**src/hw/lasc_pkg.sv**
```systemverilog
package lasc_pkg;

  // sample word width and read-out buffer depth
  localparam int SAMPLE_W   = 12;
  localparam int FIFO_DEPTH = 8;

  // core clock, for reference by timing users
  localparam int CORE_CLK_PERIOD_NS = 100;

  // half-step counting: falling edge k of the sensor clock is step 2k,
  // the rising edge that follows it is step 2k+1
  localparam logic [11:0] HALF_FIRST_FALL  = 12'h002; // clock 1
  localparam logic [11:0] HALF_FIRST_CHAN  = 12'h025; // clock 18.5
  localparam logic [11:0] HALF_SLAVE_ENTRY = 12'h022; // clock 17
  localparam logic [2:0]  SLOT_PHASE_VIDEO = 3'h0;    // new channel
  localparam logic [2:0]  TRIG_PHASE_RISE  = 3'h2;    // clock 19.5 + 4n
  localparam logic [2:0]  TRIG_PHASE_FALL  = 3'h4;
  localparam logic [11:0] EOS_LEAD_HALF    = 12'h004; // eos before end
  localparam logic [11:0] EOS_TAIL_HALF    = 12'h004; // eos after end

  // integration starts and stops on this falling edge after reset moves
  localparam logic [3:0] INT_DELAY_FALLS = 4'h8;

  // channel count straps and their counts
  localparam logic [1:0] CHAN_SEL_64  = 2'h0;
  localparam logic [1:0] CHAN_SEL_128 = 2'h1;
  localparam logic [1:0] CHAN_SEL_256 = 2'h2;
  localparam logic [8:0] CHAN_CNT_64  = 9'h040;
  localparam logic [8:0] CHAN_CNT_128 = 9'h080;
  localparam logic [8:0] CHAN_CNT_256 = 9'h100;

  // read-out sequencer states
  typedef enum logic [2:0] {
    ST_IDLE = 3'b001,
    ST_WAIT = 3'b010,
    ST_SCAN = 3'b100
  } lasc_state_type;

endpackage

```
**src/hw/lasc_fifo.sv**
```systemverilog
`timescale 1ns/1ns
`default_nettype none
module lasc_fifo #(
  parameter int WIDTH = 12,
  parameter int DEPTH = 8
) (
  // clock and reset
  input  wire logic             core_clk,
  input  wire logic             srst,
  // fill side
  input  wire logic [WIDTH-1:0] inData,
  input  wire logic             inValid,
  output logic                  inReady,
  // drain side
  output logic      [WIDTH-1:0] outData,
  output logic                  outValid,
  input  wire logic             outReady
);
  localparam int PW = $clog2(DEPTH);

  logic [WIDTH-1:0] mem [DEPTH];
  logic [PW-1:0]    wrPtr;
  logic [PW-1:0]    rdPtr;
  logic [PW:0]      count;
  logic [PW-1:0]    next_wrPtr;
  logic [PW-1:0]    next_rdPtr;
  logic [PW:0]      next_count;
  logic             doPush;
  logic             doPop;

  // honest flags: full blocks the source, empty blocks the drain
  assign inReady  = (count != DEPTH[PW:0]);
  assign outValid = (count != '0);
  assign outData  = mem[rdPtr];
  assign doPush   = inValid & inReady;
  assign doPop    = outValid & outReady;

  // pointer and fill-level next values
  always_comb begin
    next_wrPtr = doPush ? wrPtr + 1'b1 : wrPtr;
    next_rdPtr = doPop ? rdPtr + 1'b1 : rdPtr;
    next_count = count;
    if (doPush & ~doPop) begin
      next_count = count + 1'b1;
    end else if (doPop & ~doPush) begin
      next_count = count - 1'b1;
    end
  end

  always_ff @(posedge core_clk) begin
    if (srst) begin
      wrPtr <= '0;
      rdPtr <= '0;
      count <= '0;
    end else begin
      wrPtr <= next_wrPtr;
      rdPtr <= next_rdPtr;
      count <= next_count;
    end
  end

  // storage carries no reset, it is qualified by count
  always_ff @(posedge core_clk) begin
    if (doPush) begin
      mem[wrPtr] <= inData;
    end
  end
endmodule
`default_nettype wire

```
**src/hw/lasc_top.sv**
```systemverilog
// What this block does
// RULE1: timing starts on first sensor clock fall after reset goes low
// RULE2: first channel video valid from clock 18.5 through clock 20.5
// RULE3: each later channel appears exactly 4 clocks after the previous one
// RULE4: trigger rises at clock 19.5, then every 4 clocks per channel
// RULE5: controller captures video on the trigger rising edge
// RULE6: integration length equals the reset high time
// RULE7: integration runs from 8th fall after reset rise to 8th after fall
// RULE8: after reset falls, integrated channels shift out in order
// RULE9: controller moves reset only on sensor clock rising edges
// RULE10: controller never raises reset during video output
// RULE11: controller keeps each reset period at least 16.5 + 4N clocks
// RULE12: after end of scan the video output goes high impedance
// RULE13: video sample rate is one quarter of the sensor clock
// RULE14: controller keeps video rate at or below 1 MHz
// RULE15: scan covers 64, 128 or 256 channels by variant
// RULE16: all elements integrate together before sequential read-out
// RULE17: stage select low for later chained arrays, high otherwise
// RULE18: later array scan start driven by previous end of scan
// RULE19: chained arrays share clock and reset, videos tied together
// RULE20: gain select high means high gain, low means low gain
// RULE21: end of scan pulses low once after the last channel slot; here it falls 2 clocks before that slot ends
// RULE22: slave stage starts read-out on a scan start pulse
`timescale 1ns/1ns
`default_nettype none
module lasc_top (
  // clock and reset
  input  wire logic                         core_clk,
  input  wire logic                         srst,
  // controller pins, synchronous to core_clk
  input  wire logic                         sensorClk,
  input  wire logic                         resetPulse,
  input  wire logic                         stageSelect,
  input  wire logic                         scanStartIn,
  input  wire logic [1:0]                   channelCountSel,
  // held charge samples from the amplifier bank
  input  wire logic [lasc_pkg::SAMPLE_W-1:0] sampleData,
  input  wire logic                         sampleValid,
  output logic                              sampleReady,
  // video and strobes
  output logic [lasc_pkg::SAMPLE_W-1:0]     videoData,
  output logic                              videoOe,
  output logic                              trigger,
  output logic                              scanEndOutN,
  // status
  output logic                              integrating,
  output logic                              scanActive
);
  localparam int SW = lasc_pkg::SAMPLE_W;

  // edge history of the controller pins
  logic sensorClkPrev;
  logic resetPrev;
  logic clkFall;
  logic clkRise;
  logic resetRise;
  logic resetFall;

  // integration window tracking
  logic       intCountOn;
  logic       intTarget;
  logic [3:0] intCnt;
  logic       next_intCountOn;
  logic       next_intTarget;
  logic [3:0] next_intCnt;
  logic       next_integrating;

  // read-out sequencer
  lasc_pkg::lasc_state_type state;
  lasc_pkg::lasc_state_type next_state;
  logic          startPending;
  logic          next_startPending;
  logic [11:0]   halfCnt;
  logic [11:0]   next_halfCnt;
  logic [SW-1:0] next_videoData;
  logic          next_videoOe;
  logic          next_trigger;
  logic          next_scanEndOutN;
  logic [8:0]    chanCount;
  logic [8:0]    next_chanCount;

  // slot arithmetic and buffer drain
  logic [11:0]   rel;
  logic [11:0]   endRel;
  logic [11:0]   stepHalf;
  logic          slotStep;
  logic          fifoPop;
  logic          fifoValid;
  logic [SW-1:0] fifoData;

  assign clkFall   = sensorClkPrev & ~sensorClk;
  assign clkRise   = ~sensorClkPrev & sensorClk;
  assign resetRise = resetPulse & ~resetPrev;  // [RULE9]
  assign resetFall = ~resetPulse & resetPrev;
  assign scanActive = (state == lasc_pkg::ST_SCAN);

  // buffer between the amplifier bank and the video slots; a slow scan
  // stalls the bank through sampleReady once eight words are waiting
  lasc_fifo #(
    .WIDTH (SW),
    .DEPTH (lasc_pkg::FIFO_DEPTH)
  ) u_fifo (
    .core_clk (core_clk),
    .srst     (srst),
    .inData   (sampleData),
    .inValid  (sampleValid),
    .inReady  (sampleReady),
    .outData  (fifoData),
    .outValid (fifoValid),
    .outReady (fifoPop)
  );

  // integration window: counts sensor clock falls after each reset edge
  always_comb begin
    next_intCountOn  = intCountOn;
    next_intTarget   = intTarget;
    next_intCnt      = intCnt;
    next_integrating = integrating;
    if (resetRise | resetFall) begin
      next_intCountOn = 1'b1;
      next_intTarget  = resetRise;
      next_intCnt     = 4'h0;
    end else if (clkFall & intCountOn) begin
      next_intCnt = intCnt + 4'h1;
      if (intCnt + 4'h1 == lasc_pkg::INT_DELAY_FALLS) begin
        // one flag gates every element at once [RULE16] [RULE6] [RULE7]
        next_integrating = intTarget;
        next_intCountOn  = 1'b0;
      end
    end
  end

  always_ff @(posedge core_clk) begin
    if (srst) begin
      // follow the pins in reset so release never shows a false edge
      sensorClkPrev <= sensorClk;
      resetPrev     <= resetPulse;
      intCountOn    <= 1'b0;
      intTarget     <= 1'b0;
      intCnt        <= 4'h0;
      integrating   <= 1'b0;
    end else begin
      sensorClkPrev <= sensorClk;
      resetPrev     <= resetPulse;
      intCountOn    <= next_intCountOn;
      intTarget     <= next_intTarget;
      intCnt        <= next_intCnt;
      integrating   <= next_integrating;
    end
  end

  // channel count is a strap, caught while the block is held in reset
  always_comb begin
    case (channelCountSel)
      lasc_pkg::CHAN_SEL_128: next_chanCount = lasc_pkg::CHAN_CNT_128;
      lasc_pkg::CHAN_SEL_256: next_chanCount = lasc_pkg::CHAN_CNT_256;
      default:                next_chanCount = lasc_pkg::CHAN_CNT_64;
    endcase
  end

  always_ff @(posedge core_clk) begin
    if (srst) begin
      chanCount <= next_chanCount;  // [RULE15]
    end
  end

  // slot position relative to the first channel's video edge; built on
  // the registered count so nothing loops back through next_halfCnt
  assign slotStep = (clkFall | clkRise) & (state == lasc_pkg::ST_SCAN);
  assign stepHalf = halfCnt + 12'h001;
  assign rel      = stepHalf - lasc_pkg::HALF_FIRST_CHAN;
  assign endRel   = {chanCount, 3'h0};
  assign fifoPop  = slotStep & (stepHalf >= lasc_pkg::HALF_FIRST_CHAN)
                    & (rel[2:0] == lasc_pkg::SLOT_PHASE_VIDEO)
                    & (rel < endRel);

  // sequencer next values
  always_comb begin
    next_state        = state;
    next_startPending = startPending;
    next_halfCnt      = halfCnt;
    next_videoData    = videoData;
    next_videoOe      = videoOe;
    next_trigger      = trigger;
    next_scanEndOutN  = scanEndOutN;
    case (state)
      lasc_pkg::ST_IDLE: begin
        if (clkFall & startPending) begin
          next_startPending = 1'b0;
          if (stageSelect) begin
            next_state   = lasc_pkg::ST_SCAN;  // [RULE1]
            next_halfCnt = lasc_pkg::HALF_FIRST_FALL;
          end else begin
            next_state = lasc_pkg::ST_WAIT;  // [RULE17]
          end
        end
      end
      lasc_pkg::ST_WAIT: begin
        // entry lines our first video edge up with the upstream release
        if (clkFall & ~scanStartIn) begin
          next_state   = lasc_pkg::ST_SCAN;  // [RULE22] [RULE18]
          next_halfCnt = lasc_pkg::HALF_SLAVE_ENTRY;
        end
      end
      lasc_pkg::ST_SCAN: begin
        if (slotStep) begin
          next_halfCnt = stepHalf;
        end
        if (fifoPop) begin
          // new channel every 8 half steps, one per 4 clocks
          // [RULE2] [RULE3] [RULE13]
          next_videoData = fifoValid ? fifoData : '0;
          next_videoOe   = 1'b1;
        end
        if (slotStep & (stepHalf >= lasc_pkg::HALF_FIRST_CHAN)
            & (rel < endRel)) begin
          if (rel[2:0] == lasc_pkg::TRIG_PHASE_RISE) begin
            next_trigger = 1'b1;  // [RULE4]
          end else if (rel[2:0] == lasc_pkg::TRIG_PHASE_FALL) begin
            next_trigger = 1'b0;
          end
        end
        if (slotStep & (rel == endRel - lasc_pkg::EOS_LEAD_HALF)) begin
          next_scanEndOutN = 1'b0;  // [RULE21]
        end
        if (slotStep & (rel == endRel)) begin
          next_videoOe = 1'b0;  // release the shared line [RULE12]
          next_trigger = 1'b0;
        end
        if (slotStep & (rel == endRel + lasc_pkg::EOS_TAIL_HALF)) begin
          next_scanEndOutN = 1'b1;  // [RULE21]
          next_state       = lasc_pkg::ST_IDLE;
        end
      end
      default: begin
        next_state = lasc_pkg::ST_IDLE;
      end
    endcase
    // a new start outranks the idle clear of the same cycle
    if (resetFall) begin
      next_startPending = 1'b1;  // [RULE8]
    end
  end

  always_ff @(posedge core_clk) begin
    if (srst) begin
      state        <= lasc_pkg::ST_IDLE;
      startPending <= 1'b0;
      halfCnt      <= 12'h000;
      videoData    <= '0;
      videoOe      <= 1'b0;
      trigger      <= 1'b0;
      scanEndOutN  <= 1'b1;
    end else begin
      state        <= next_state;
      startPending <= next_startPending;
      halfCnt      <= next_halfCnt;
      videoData    <= next_videoData;
      videoOe      <= next_videoOe;
      trigger      <= next_trigger;
      scanEndOutN  <= next_scanEndOutN;
    end
  end
endmodule
`default_nettype wire

```
**config.mk**
```make
export PLATFORM = sky130hd
export DESIGN_NAME = lasc_top
export DESIGN_NICKNAME = d
export VERILOG_FILES = /design/src/hw/lasc_pkg.sv /design/src/hw/lasc_fifo.sv /design/src/hw/lasc_top.sv
export SDC_FILE = /design/constraint.sdc
export NUM_CORES = 1
export LEC_CHECK = 0
export BUFFER_PORTS_ARGS = -buffer_cell sky130_fd_sc_hd__buf_2
export CORE_MARGIN = 2
export CORE_UTILIZATION = 50
export DETAILED_ROUTE_END_ITERATION = 8
export PLACE_DENSITY = 0.67
export SLEW_MARGIN = 20
export SYNTH_ARGS = -nofsm -noshare
export SYNTH_HDL_FRONTEND = slang
export SYNTH_SLANG_ARGS = --single-unit
```
**constraint.sdc**
```tcl
create_clock -name core_clk -period 5.6 [get_ports core_clk]
set_clock_uncertainty 0.15 [all_clocks]
set_input_delay 1.4 -clock core_clk [delete_from_list [all_inputs] [get_ports core_clk]]
set_output_delay 1.4 -clock core_clk [all_outputs]
set_load 0.02 [all_outputs]
```
==> results of run 1 <==
cell type report:
type | count | area, um2 | share of cell area [%]
Clock inverter | 14 | 161.4 | 2.041
Clock buffer | 18 | 429.2 | 5.426
Multi-Input combinational cell | 340 | 2714 | 34.31
Tap cell | 180 | 225.2 | 2.848
Inverter | 19 | 71.32 | 0.9018
Sequential cell | 152 | 4035 | 51.02
Timing Repair Buffer | 49 | 272.8 | 3.449
power groups by stage:
stage	clock network (mW)	logic, mW	registers (mW)
global route	1.21	0.219	1.28
detailed placement	0	0.200	1.30
CTS	1.16	0.201	1.27
global placement	0	0.192	1.29
finish	1.14	0.197	1.27
floorplan	0	0.125	1.29
worst max-delay path by stage:
stage	start	endpoint	cells after the start
6_report	halfCnt[1]	u_fifo.count[3]	20
2_1_floorplan	halfCnt[0]	u_fifo.count[3]	20
3_3_place_gp	halfCnt[1]	u_fifo.count[3]	20
4_1_cts	halfCnt[1]	u_fifo.count[3]	20
3_5_place_dp	halfCnt[1]	u_fifo.count[3]	20
5_1_grt	halfCnt[1]	u_fifo.count[3]	20
kinds of logic after synthesis:
kind of cell               count (synthesis)  share of synthesized area, %
AOI/OAI and AO/OA                         83                         7.833
xor gates and xnor gates                  27                         3.609
adders and majority gates                 20                         3.718
buffers and inverters                     48                         3.212
DFF                                      152                         58.18
muxes                                     41                         10.25
and+or+nand+nor                          169                         13.19
Yosys cell counts (all sizes together) (13+ instances only):
cell type   n
dfxtp      53
inv        19
mux4       24
nor2       38
clkbuf     18
mux2i      17
edfxtp     99
nand3      13
ha         19
a21oi      35
or3        17
nand2      37
xor2       15
o21ai      16
per-layer routing:
metal	wire [um]	vias up
met5	0	-
met4	146	0
met3	755	10
met2	7237	99
met1	5722	2169
li1	-	2108
registers in the layout, summed over array words and instances, names as in the netlist, named ones only:
name / flops
u_fifo.wrPtr: 3
integrating: 1
startPending: 1
sensorClkPrev: 1
u_fifo.mem: 96
videoData: 12
u_fifo.count: 4
scanEndOutN: 1
u_fifo.rdPtr: 3
chanCount: 3
intCountOn: 1
resetPrev: 1
trigger: 1
videoOe: 1
state: 3
intCnt: 4
halfCnt: 12
intTarget: 1
worst min-delay path: stages (launching register included):
cell and delay (ps):
dfxtp_1 310, nand2_1 50, a21oi_1 50
per-stage QoR:
step	std cells	hold WS, ps	cell area [um2]
4_1_cts	772	304.0	7904
3_3_place_gp	740	290.2	7312
5_1_grt	772	333.6	7909
3_5_place_dp	740	296.5	7313
6_report	772	298.3	7909
2_1_floorplan	540	313.1	6933
==> results.md, run 1 <==
* Status: finished clean
* PwrDens at approximately 330 nW/um2
* FP Rows at 43
* DP HPWL at just under 9000 um
* Fillers at 1130
* Vias in the first global route at around 4400
* Synth Instances at 540
* Post-synth ARST share at 0%
* Buf+Inv Stages, Crit Path at 1
* Starting Density at just over 50%
* CTS tree: done
* CP Max Fanout at 12
* Reg2reg end: u_fifo.count[3]
* Layout area overhead at 14.08%
* Pint at approximately 2 mW
* N_diodes at 0
* Relative slew slack at 39.07%
* Clock Latency Late Sink at 420 ps
* GR Util met1 at about a quarter
* #FFs+latches synth at about 150
* I/O Buffers at 38
* Max-Cap Viols at 0
* Max Clk Rate at about 200 MHz
* Post-Syn Nets at just under 600
* Leakage at 2.786 nW
* Crit Path Category: reg2reg
* Worst path required time at approximately 5800 ps
* DIE AREA at between 10000 and 15000 um2
* GPL Wtd Cong at 0.8538
* Mean Syn Cell Area at 12.84 um2
* Hold Buf Count CTS at 0
* Post-synthesis cell type count at between 60 and 70
* Met3 Usage GRT at about 5%
* Worst Tran Pin Value at ~910 ps
* Hold Vio Cnt, Final at 0
* YS warnings at 0
* Hold Path Depth at 2
* DR iter-0 viols at 374
* Largest net degree at the start of global routing at 48
* Worst flop-to-flop path startpoint: halfCnt[1]
* R2R Setup Slk at between 400 and 500 ps
* Worst hold path type: reg2reg
* Global-route wire length before repair at around 23000 um
* Setup crit end kind: flip-flop
* Min Tclk post-route at about 5100 ps
* WL/cell at 17.96 um
* Max VDD drop at between 0.3 and 0.4 mV
* Sw Ratio at 23.65%
* Core ar. at approximately 14000 um2
* Yosys top cell area share at 42.88%
* Crit path cell chain: ha_2, and3_1, a2111oi_2, o311ai_1, nor2_1, xor2_1, ha_1, nor2b_1, o21ai_0, nand2_1, nor2_2, nand3_1, ha_1, inv_1, ha_1, a21o_1, a21oi_1, xnor2_1, or3_1, a21oi_1
* Root Driver: clkbuf_16
* Die height at 121.8 um
* Die width at roughly 120 um
* Initial antenna violation count at 0
* Commonest non-fill, non-tap cell in the layout: edfxtp_1
* H-tree depth at 4
* Largest cells by area after synthesis: edfxtp_1, dfxtp_1, mux4_2
* Clock share of power at 43.7%
* Gr busiest metal: met2
* Sequential fraction of the synthesis area at between 50% and 60%
* Critical path arrival at ~5300 ps
* Hold path startpoint: videoData[11]
* Number of flops mapped to enable cells by yosys at between 90 and 100
* Fin nets at 620
* Part of the power in registers at 48.8%
* Post-CTS setup buffer count at 0
* Setup violations, final at 0
* Tot Pwr at between 2 and 3 mW
* Tcrit/Tclk final at between 90% and 100%
* DRC viols at 0
* DR vias at ~4400
* Worst path slowest cell: dfxtp_1
* Mapped Area at 6933 um2
* Routed WL at 13860 um
* Util after Layout at between 50% and 60%
* Inserted Clock Buffers at 17
* Dominant cell type by area after synthesis: edfxtp_1
* Register-to-Register Path Depth at 20
* Via density at around 5.7
* Combinational share of power at 7.5%
* Ys flop type: edfxtp_1
* CP peak stage delay at around 510 ps
* GRT Util Overall at around 20%
* Detailed Routing Iterations Pass 1 at 5
* Max-slew violations at 0
* Switching component of the power at 616.5 uW
* Worst path most repeated cell: ha_1
* Most frequent cells in the layout: edfxtp_1, dfxtp_1, buf_2, nand2_1, nor2_1
* Sink Count at around 150
* Place WS at between 200 and 300 ps
* RSZ-0062 raised after global routing: false
* IO Pins at 39
* Met2 global-route usage at about 34%
* Startpoint types: flip-flop
* Layout cells sized above 1 at 21.62%
* Final setup TNS at 0 ps
* Largest delay contributor family on the critical path: simple AND/OR/NAND/NOR gates
* Total gr overflow at 0
* PnR worst setup slack at slightly below 500 ps
* Max Root-Sink Buffers at 2
* Post-cts sizing count at 0
* Final ANT Viol Nets at 0
* Reg clk slew, reported paths at roughly 60 ps
* Hold Path End: videoData[11]
Note: power is estimated with default switching activity, not from simulation.
==> run 2, diff against run 1 <==
--- a/config.mk
+++ b/config.mk
@@ -6,6 +6,7 @@
 export NUM_CORES = 1
 export LEC_CHECK = 0
 export BUFFER_PORTS_ARGS = -buffer_cell sky130_fd_sc_hd__buf_2
+export CAP_MARGIN = 20
 export CORE_MARGIN = 2
 export CORE_UTILIZATION = 50
 export DETAILED_ROUTE_END_ITERATION = 8
@@ -13,4 +14,5 @@
 export SLEW_MARGIN = 20
 export SYNTH_ARGS = -nofsm -noshare
 export SYNTH_HDL_FRONTEND = slang
+export SYNTH_HIERARCHICAL = 1
 export SYNTH_SLANG_ARGS = --single-unit
==> run 2 against run 1 <==
Critical path depth up 1. Flip-flop and latch count did not move. Die area increased by 1.4%. Clock power rose by 4%. Non-clock buffer count increased by 2. Synthesized cell count fell by 3.0%. Power is 3.3% higher. Combinational power increased by 16%. Via count shrank 1.2%. Hold slack better by 6.6 ps. First-iteration DRC count shrank 8.0%.
==> results.md, run 2 <==
* WL/cell at about 18 um
* Worst flop-to-flop path startpoint: halfCnt[1]
* CP peak stage delay at 490 ps
* Most frequent cells in the layout: edfxtp_1, dfxtp_1, nor2_1, buf_2, nand2_1
* CTS tree: done
* Top cells by count, synth: edfxtp_1, dfxtp_1, nor2_1, nand2_1, a21oi_1
* DR vias at about 4300
* Total gr overflow at 0
* Worst Tran Pin Value at roughly 1100 ps
* Root Driver: clkbuf_16
* Tcrit/Tclk final at about 92%
* CP Max Fanout at 12
* Clock Latency Late Sink at roughly 420 ps
* Register cell area after layout at 4035 um2
* Final setup TNS at 0 ps
* N_diodes at 0
* Number of flops mapped to enable cells by yosys at 99
* Largest net degree at the start of global routing at 50
* Max-slew violations at 0
* PwrDens at 337.1 nW/um2
* #FFs+latches synth at around 150
* Reg2reg end: u_fifo/count[3]
* Top reg by flops: u_fifo/mem
* Via density at approximately 5.7
* Multi-input logic area at between 2000 and 3000 um2
* Setup violations, final at 0
* Reg clk slew, reported paths at approximately 60 ps
* Worst path slowest cell: or4_1
* Most numerous cell in the Yosys netlist: edfxtp_1
* Vias in the first global route at between 4000 and 5000
* Critical path arrival at between 5000 and 6000 ps
* Register-to-Register Path Depth at 21
* Setup crit end kind: flip-flop
* Die width at roughly 120 um
* RSZ-0062 raised after global routing: false
* Layout area overhead at 13.54%
* Sequential fraction of the synthesis area at 57.35%
* Crit Path Category: reg2reg
* DR iter-0 viols at 344
* Fin nets at slightly above 600
* Hold path startpoint: videoData[3]
* IO Pins at 39
* I/O Buffers at 38
* DRC viols at 0
* DP HPWL at around 9000 um
* GPL Wtd Cong at ~0.89
* Final ANT Viol Nets at 0
* Mean Syn Cell Area at 13.42 um2
* Post-Syn Nets at around 570
* Routed WL at 13760 um
* Crit path cell chain: ha_1, buf_4, and3b_1, nor4_2, o211ai_1, or4_1, xnor2_2, ha_1, nor2b_1, o21ai_0, nand2_1, a311oi_4, and3_1, nand2_1, ha_1, inv_1, ha_1, a21oi_1, a211oi_1, a31oi_1, mux2_2
* Ys flop type: edfxtp_1
* Startpoint types: flip-flop
* YS warnings at 6
* GRT Util Overall at ~19%
* Max-Cap Viols at 0
* Status: finished clean
* Largest regs: u_fifo/mem (96), halfCnt (12), videoData (12)
* Post-synthesis cell type count at 76
* Max VDD drop at 0.2333 mV
* Mapped Area at 7034 um2
* Post-synth ARST share at 0%
* Max reg flops at 96
* Synth Instances at 524
* Die height at roughly 120 um
* Initial antenna violation count at 1
* Dominant cell type by area after synthesis: edfxtp_1
* Inserted Clock Buffers at 17
* Worst path required time at between 5000 and 6000 ps
* Worst path most repeated cell: ha_1
* Hold Vio Cnt, Final at 0
* Fillers at roughly 1000
* Min Tclk post-route at ~5200 ps
* Global-route wire length before repair at between 20000 and 25000 um
* Starting Density at 50.87%
* Hold Path End: videoData[3]
* R2R Setup Slk at 430 ps
* DIE AREA at 15030 um2
* Largest cells by area after synthesis: edfxtp_1, dfxtp_1, mux4_1
* FP Rows at between 40 and 50
* H-tree depth at 4
* Worst hold path type: reg2reg
* Detailed Routing Iterations Pass 1 at 5
* Commonest non-fill, non-tap cell in the layout: edfxtp_1
* Relative slew slack at between 20% and 30%
* Core ar. at approximately 14000 um2
* Sink Count at between 150 and 200
* Yosys top cell area share at between 40% and 50%
* Layout cells sized above 1 at about 21%
* Hold Path Depth at 2
* Max Root-Sink Buffers at 2
* Max Clk Rate at 193.4 MHz
* Leakage at 2.903 nW
* Post-CTS setup buffer count at 0
* Util after Layout at approximately 58%
## run 2: cell count changes after synthesis, moves of 9 or more
cell / before / now
or3_1: 17 / 1
mux2_2: 0 / 13
mux4_1: 0 / 21
mux4_2: 24 / 3
mux2i_1: 17 / 4
clkbuf_1: 18 / 9
nand3_1: 12 / 29
## run 2: area by class of cell
| type | count | share of cell area [%] |
|---|---|---|
| clock buffer | 18 | 5.374 |
| clock inverter | 14 | 2.319 |
| inverter | 16 | 0.7520 |
| multi-input combinational | 328 | 34.61 |
| sequential | 152 | 50.52 |
| tap | 180 | 2.820 |
| timing repair buffer | 51 | 3.603 |
## run 2: through the flow
stage / worst slack, ps / power, mW / hold WS [ps] / instances / instance area, um2
floorplan: 788.9 / 1.452 / 304.1 / 524 / 7034
global placement: 555.1 / 1.516 / 291.7 / 727 / 7365
detailed placement: 458.9 / 1.530 / 294.5 / 727 / 7365
CTS: 419.6 / 2.716 / 304.3 / 759 / 7979
global route: 35.46 / 2.793 / 332.7 / 759 / 7986
finish: 429.8 / 2.692 / 305.0 / 759 / 7986
## run 2: what timing repair did
item / 4_1_cts / 5_1_grt
hold buffers: 0 / 0
gates resized for setup: 0 / 2
setup endpoints to repair: 0 / 1
## run 2: metal layers
metal  part of all wire, %  wire length, um  GRT usage (%)
met4                   1.6              218          8.190
met2                    49             6676          31.32
met3                   6.4              884          5.716
met1                    43             5976          24.41
met5                 0.051                7              0
## run 2: cells by family (layout without fill, tap and decap cells)
kind of cell | count (synthesis) | count (layout) | synth area share, %
simple gates | 165 | 165 | 12.54
flops | 152 | 152 | 57.35
compound gates | 76 | 76 | 7.435
buf+inv | 44 | 99 | 3.646
mux | 41 | 41 | 11.45
xor+xnor | 26 | 26 | 3.913
fa+ha+maj | 20 | 20 | 3.664
## run 2: how the worst max path moves through the flow
stage / startpoint / endpoint
after floorplan: halfCnt[1] / u_fifo/count[3]
after global placement: halfCnt[1] / u_fifo/count[3]
after detailed placement: halfCnt[1] / u_fifo/count[3]
after CTS: halfCnt[1] / u_fifo/count[3]
after global routing: halfCnt[1] / u_fifo/count[3]
final: halfCnt[1] / u_fifo/count[3]
## run 2: power by group
group / switching (mW) / internal (mW) / total [mW] / leakage [nW]
clock: 0.469 / 0.714 / 1.18 / 0.298
combinational: 0.137 / 0.0921 / 0.229 / 1.27
sequential: 0.0309 / 1.25 / 1.28 / 1.33
## run 2: worst max-delay path, delay by kind of cell (launching register included)
| family | cells | cell delay, ps |
|---|---|---|
| AND/OR/NAND/NOR | 7 | 1420 |
| AO/OA/AOI/OAI | 6 | 1210 |
| adder cells (fa/ha/maj) | 4 | 1050 |
| flip-flops | 1 | 390 |
| multiplexers | 1 | 340 |
| buffers and inverters | 2 | 320 |
| XOR/XNOR | 1 | 170 |
==> run 3, diff against run 2 <==
--- a/config.mk
+++ b/config.mk
@@ -10,7 +10,7 @@
 export CORE_MARGIN = 2
 export CORE_UTILIZATION = 50
 export DETAILED_ROUTE_END_ITERATION = 8
-export PLACE_DENSITY = 0.67
+export PLACE_DENSITY = 0.7
 export SLEW_MARGIN = 20
 export SYNTH_ARGS = -nofsm -noshare
 export SYNTH_HDL_FRONTEND = slang
==> constraint.sdc (replaced) <==
create_clock -name core_clk -period 4.45 [get_ports core_clk]
set_clock_uncertainty 0.15 [all_clocks]
set_input_delay 1.1125 -clock core_clk [delete_from_list [all_inputs] [get_ports core_clk]]
set_output_delay 1.1125 -clock core_clk [all_outputs]
set_load 0.01 [all_outputs]
==> run 3 against run 2 <==
The run now ends with setup timing left. Final cell count increased by 4.9%. Critical path depth fell by 2. Die area unchanged. Clock power grew 23%. Largest power group unchanged. Non-clock buffer count is 37 higher. Worst setup slack got worse by 470 ps. Cell area is 5.4% higher.
==> results.md, run 3 (synthesis results as in run 2) <==
* Status: finished with violations
* Failing checks: setup timing
* Die height at 122.6 um
* WL/cell at 18.61 um
* Most frequent cells in the layout: edfxtp_1, buf_4, dfxtp_1, nor2_1, buf_2
* Fin nets at about 640
* Routed WL at between 10000 and 15000 um
* Max-slew violations at 0
* Part of the power in registers at between 40% and 50%
* Inserted Clock Buffers at 17
* Setup crit end kind: flip-flop
* RSZ-0062 raised after global routing: true
* DIE AREA at roughly 15000 um2
* Core ar. at 13830 um2
* CP peak stage delay at 500 ps
* Starting Density at 50.87%
* Detailed Routing Iterations Pass 1 at 5
* Root Driver: clkbuf_16
* Hold Buf Count CTS at 0
* H-tree depth at 4
* Tcrit/Tclk final at 101.0%
* Initial antenna violation count at 1
* I/O Buffers at 38
* Leakage at slightly above 3 nW
* PwrDens at 404.7 nW/um2
* IO Pins at 39
* Max VDD drop at ~0.32 mV
* CP Max Fanout at 6
* Critical path arrival at between 4000 and 5000 ps
* Commonest non-fill, non-tap cell in the layout: edfxtp_1
* Via density at about 5.7
* Final setup TNS at -43.58 ps
* Max reg flops at 96
* Largest delay contributor family on the critical path: simple AND/OR/NAND/NOR gates
* Fillers at 1005
* Largest net degree at the start of global routing at 50
* DR vias at 4563
* DRC viols at 0
* Hold Vio Cnt, Final at 0
* DR iter-0 viols at between 300 and 400
* Sw Ratio at around 26%
* Layout area overhead at 19.64%
* Max Clk Rate at ~220 MHz
* Pint at 2.527 mW
* Reg clk slew, reported paths at 70 ps
* Die width at roughly 120 um
* GPL Wtd Cong at 0.8819
* CTS tree: done
* Max Root-Sink Buffers at 2
* PnR worst setup slack at -43.58 ps
* Top reg by flops: u_fifo/mem
* Multi-input logic area at 2899 um2
* GRT Util Overall at about a fifth
* Final ANT Viol Nets at 0
* Hold_ws at a little over 300 ps
* N_diodes at 0
* Global-route wire length before repair at roughly 23000 um
* Startpoint types: flip-flop
* Relative slew slack at just under 30%
* Buf+Inv Stages, Crit Path at 1
* Sink Count at 152
* Worst path slowest cell: dfxtp_1
* Layout cells sized above 1 at between 20% and 30%
* Worst hold path type: reg2reg
* Switching component of the power at 878.6 uW
* Crit Path Category: reg2reg
* Total gr overflow at 0
* Worst path most repeated cell: ha_4
* Worst Tran Pin Value at around 1100 ps
* Vias in the first global route at approximately 4600
* DP HPWL at between 9000 and 10000 um
* Clock Latency Late Sink at roughly 430 ps
* FP Rows at 43
* Min Tclk post-route at 4494 ps
* Crit path cell chain: and3b_1, nor4_2, o211ai_1, or4_4, xnor2_2, ha_1, nor2b_4, o21ai_2, nand2_2, a311oi_4, and3_4, nand2_4, ha_4, inv_4, ha_4, a21oi_4, a211oi_4, a31oi_2, mux2_4
* Register cell area after layout at 4045 um2
* Combinational share of power at around 10%
* Worst path required time at between 4000 and 5000 ps
* Max-Cap Viols at 0
* Setup violations, final at 1
* Largest regs: u_fifo/mem (96), halfCnt (12), videoData (12)
* Clock share of power at 42.5%
-- run 3: cell count changes in the layout (fill, tap and decap cells not counted), sizes merged --
| cell | delta |
|---|---|
| buf | +37 |
| bufinv | -2 |
| clkinv | +2 |
| clkbuf | -1 |
| inv | +1 |
-- run 3: worst paths after layout --
kind / startpoint / end / slack (ps) / cells after the start
max: halfCnt[8] / u_fifo/count[3] / -40 / 19
min: videoData[10] / videoData[10] / 310 / 2
max reg2reg: halfCnt[8] / u_fifo/count[3] / -40 / 19
min reg2reg: videoData[10] / videoData[10] / 310 / 2
-- run 3: per-layer routing --
| metal | GRT usage, % | part of all wire (%) | vias to the layer above |
|---|---|---|---|
| met3 | 5.112 | 5.5 | 46 |
| met1 | 26.00 | 43 | 2216 |
| met4 | 9.842 | 2.9 | 2 |
| met2 | 34.69 | 49 | 148 |
| met5 | 0 | 0.047 | - |
| li1 | - | - | 2151 |
-- run 3: worst reg2reg max path: cells and delay by family (launching register included) --
kind / cells / cell delay (ps)
flops: 1 / 500
buf+inv: 1 / 60
simple gates: 7 / 1500
fa+ha+maj: 3 / 680
compound gates: 6 / 1050
xor+xnor: 1 / 150
mux: 1 / 320
-- run 3: cell type report --
class	count	share of cell area (%)
sequential	152	48.07
inverter	16	0.7434
tap	180	2.676
clock inverter	15	2.141
clock buffer	17	5.055
timing repair buffer	88	6.869
multi-input combinational	328	34.45
-- run 3: per-stage QoR --
step / util, % / cell area, um2 / power (mW) / instances / setup WS (ps)
after floorplan: - / 7079 / 1.835 / 524 / 34.84
after global placement: 54.85 / 7584 / 1.921 / 749 / 73.94
after detailed placement: 54.85 / 7584 / 1.940 / 749 / -82.49
after CTS: 60.44 / 8357 / 3.423 / 792 / -121.6
after global routing: 60.86 / 8416 / 3.537 / 796 / -206.0
final: 60.86 / 8416 / 3.406 / 796 / -43.58
-- run 3: power groups by stage --
stage	logic, mW	clock network [mW]	registers (mW)
after floorplan	0.205	0	1.63
after global placement	0.284	0	1.64
after detailed placement	0.297	0	1.64
after CTS	0.336	1.47	1.61
after global routing	0.377	1.54	1.62
final	0.346	1.45	1.61
-- run 3: what timing repair did --
action / 4_1_cts / 5_1_grt
pin swaps: 13 / 16
buffers inserted: 11 / 4
resized for setup: 17 / 6
endpoints found under the setup margin: 1 / 3
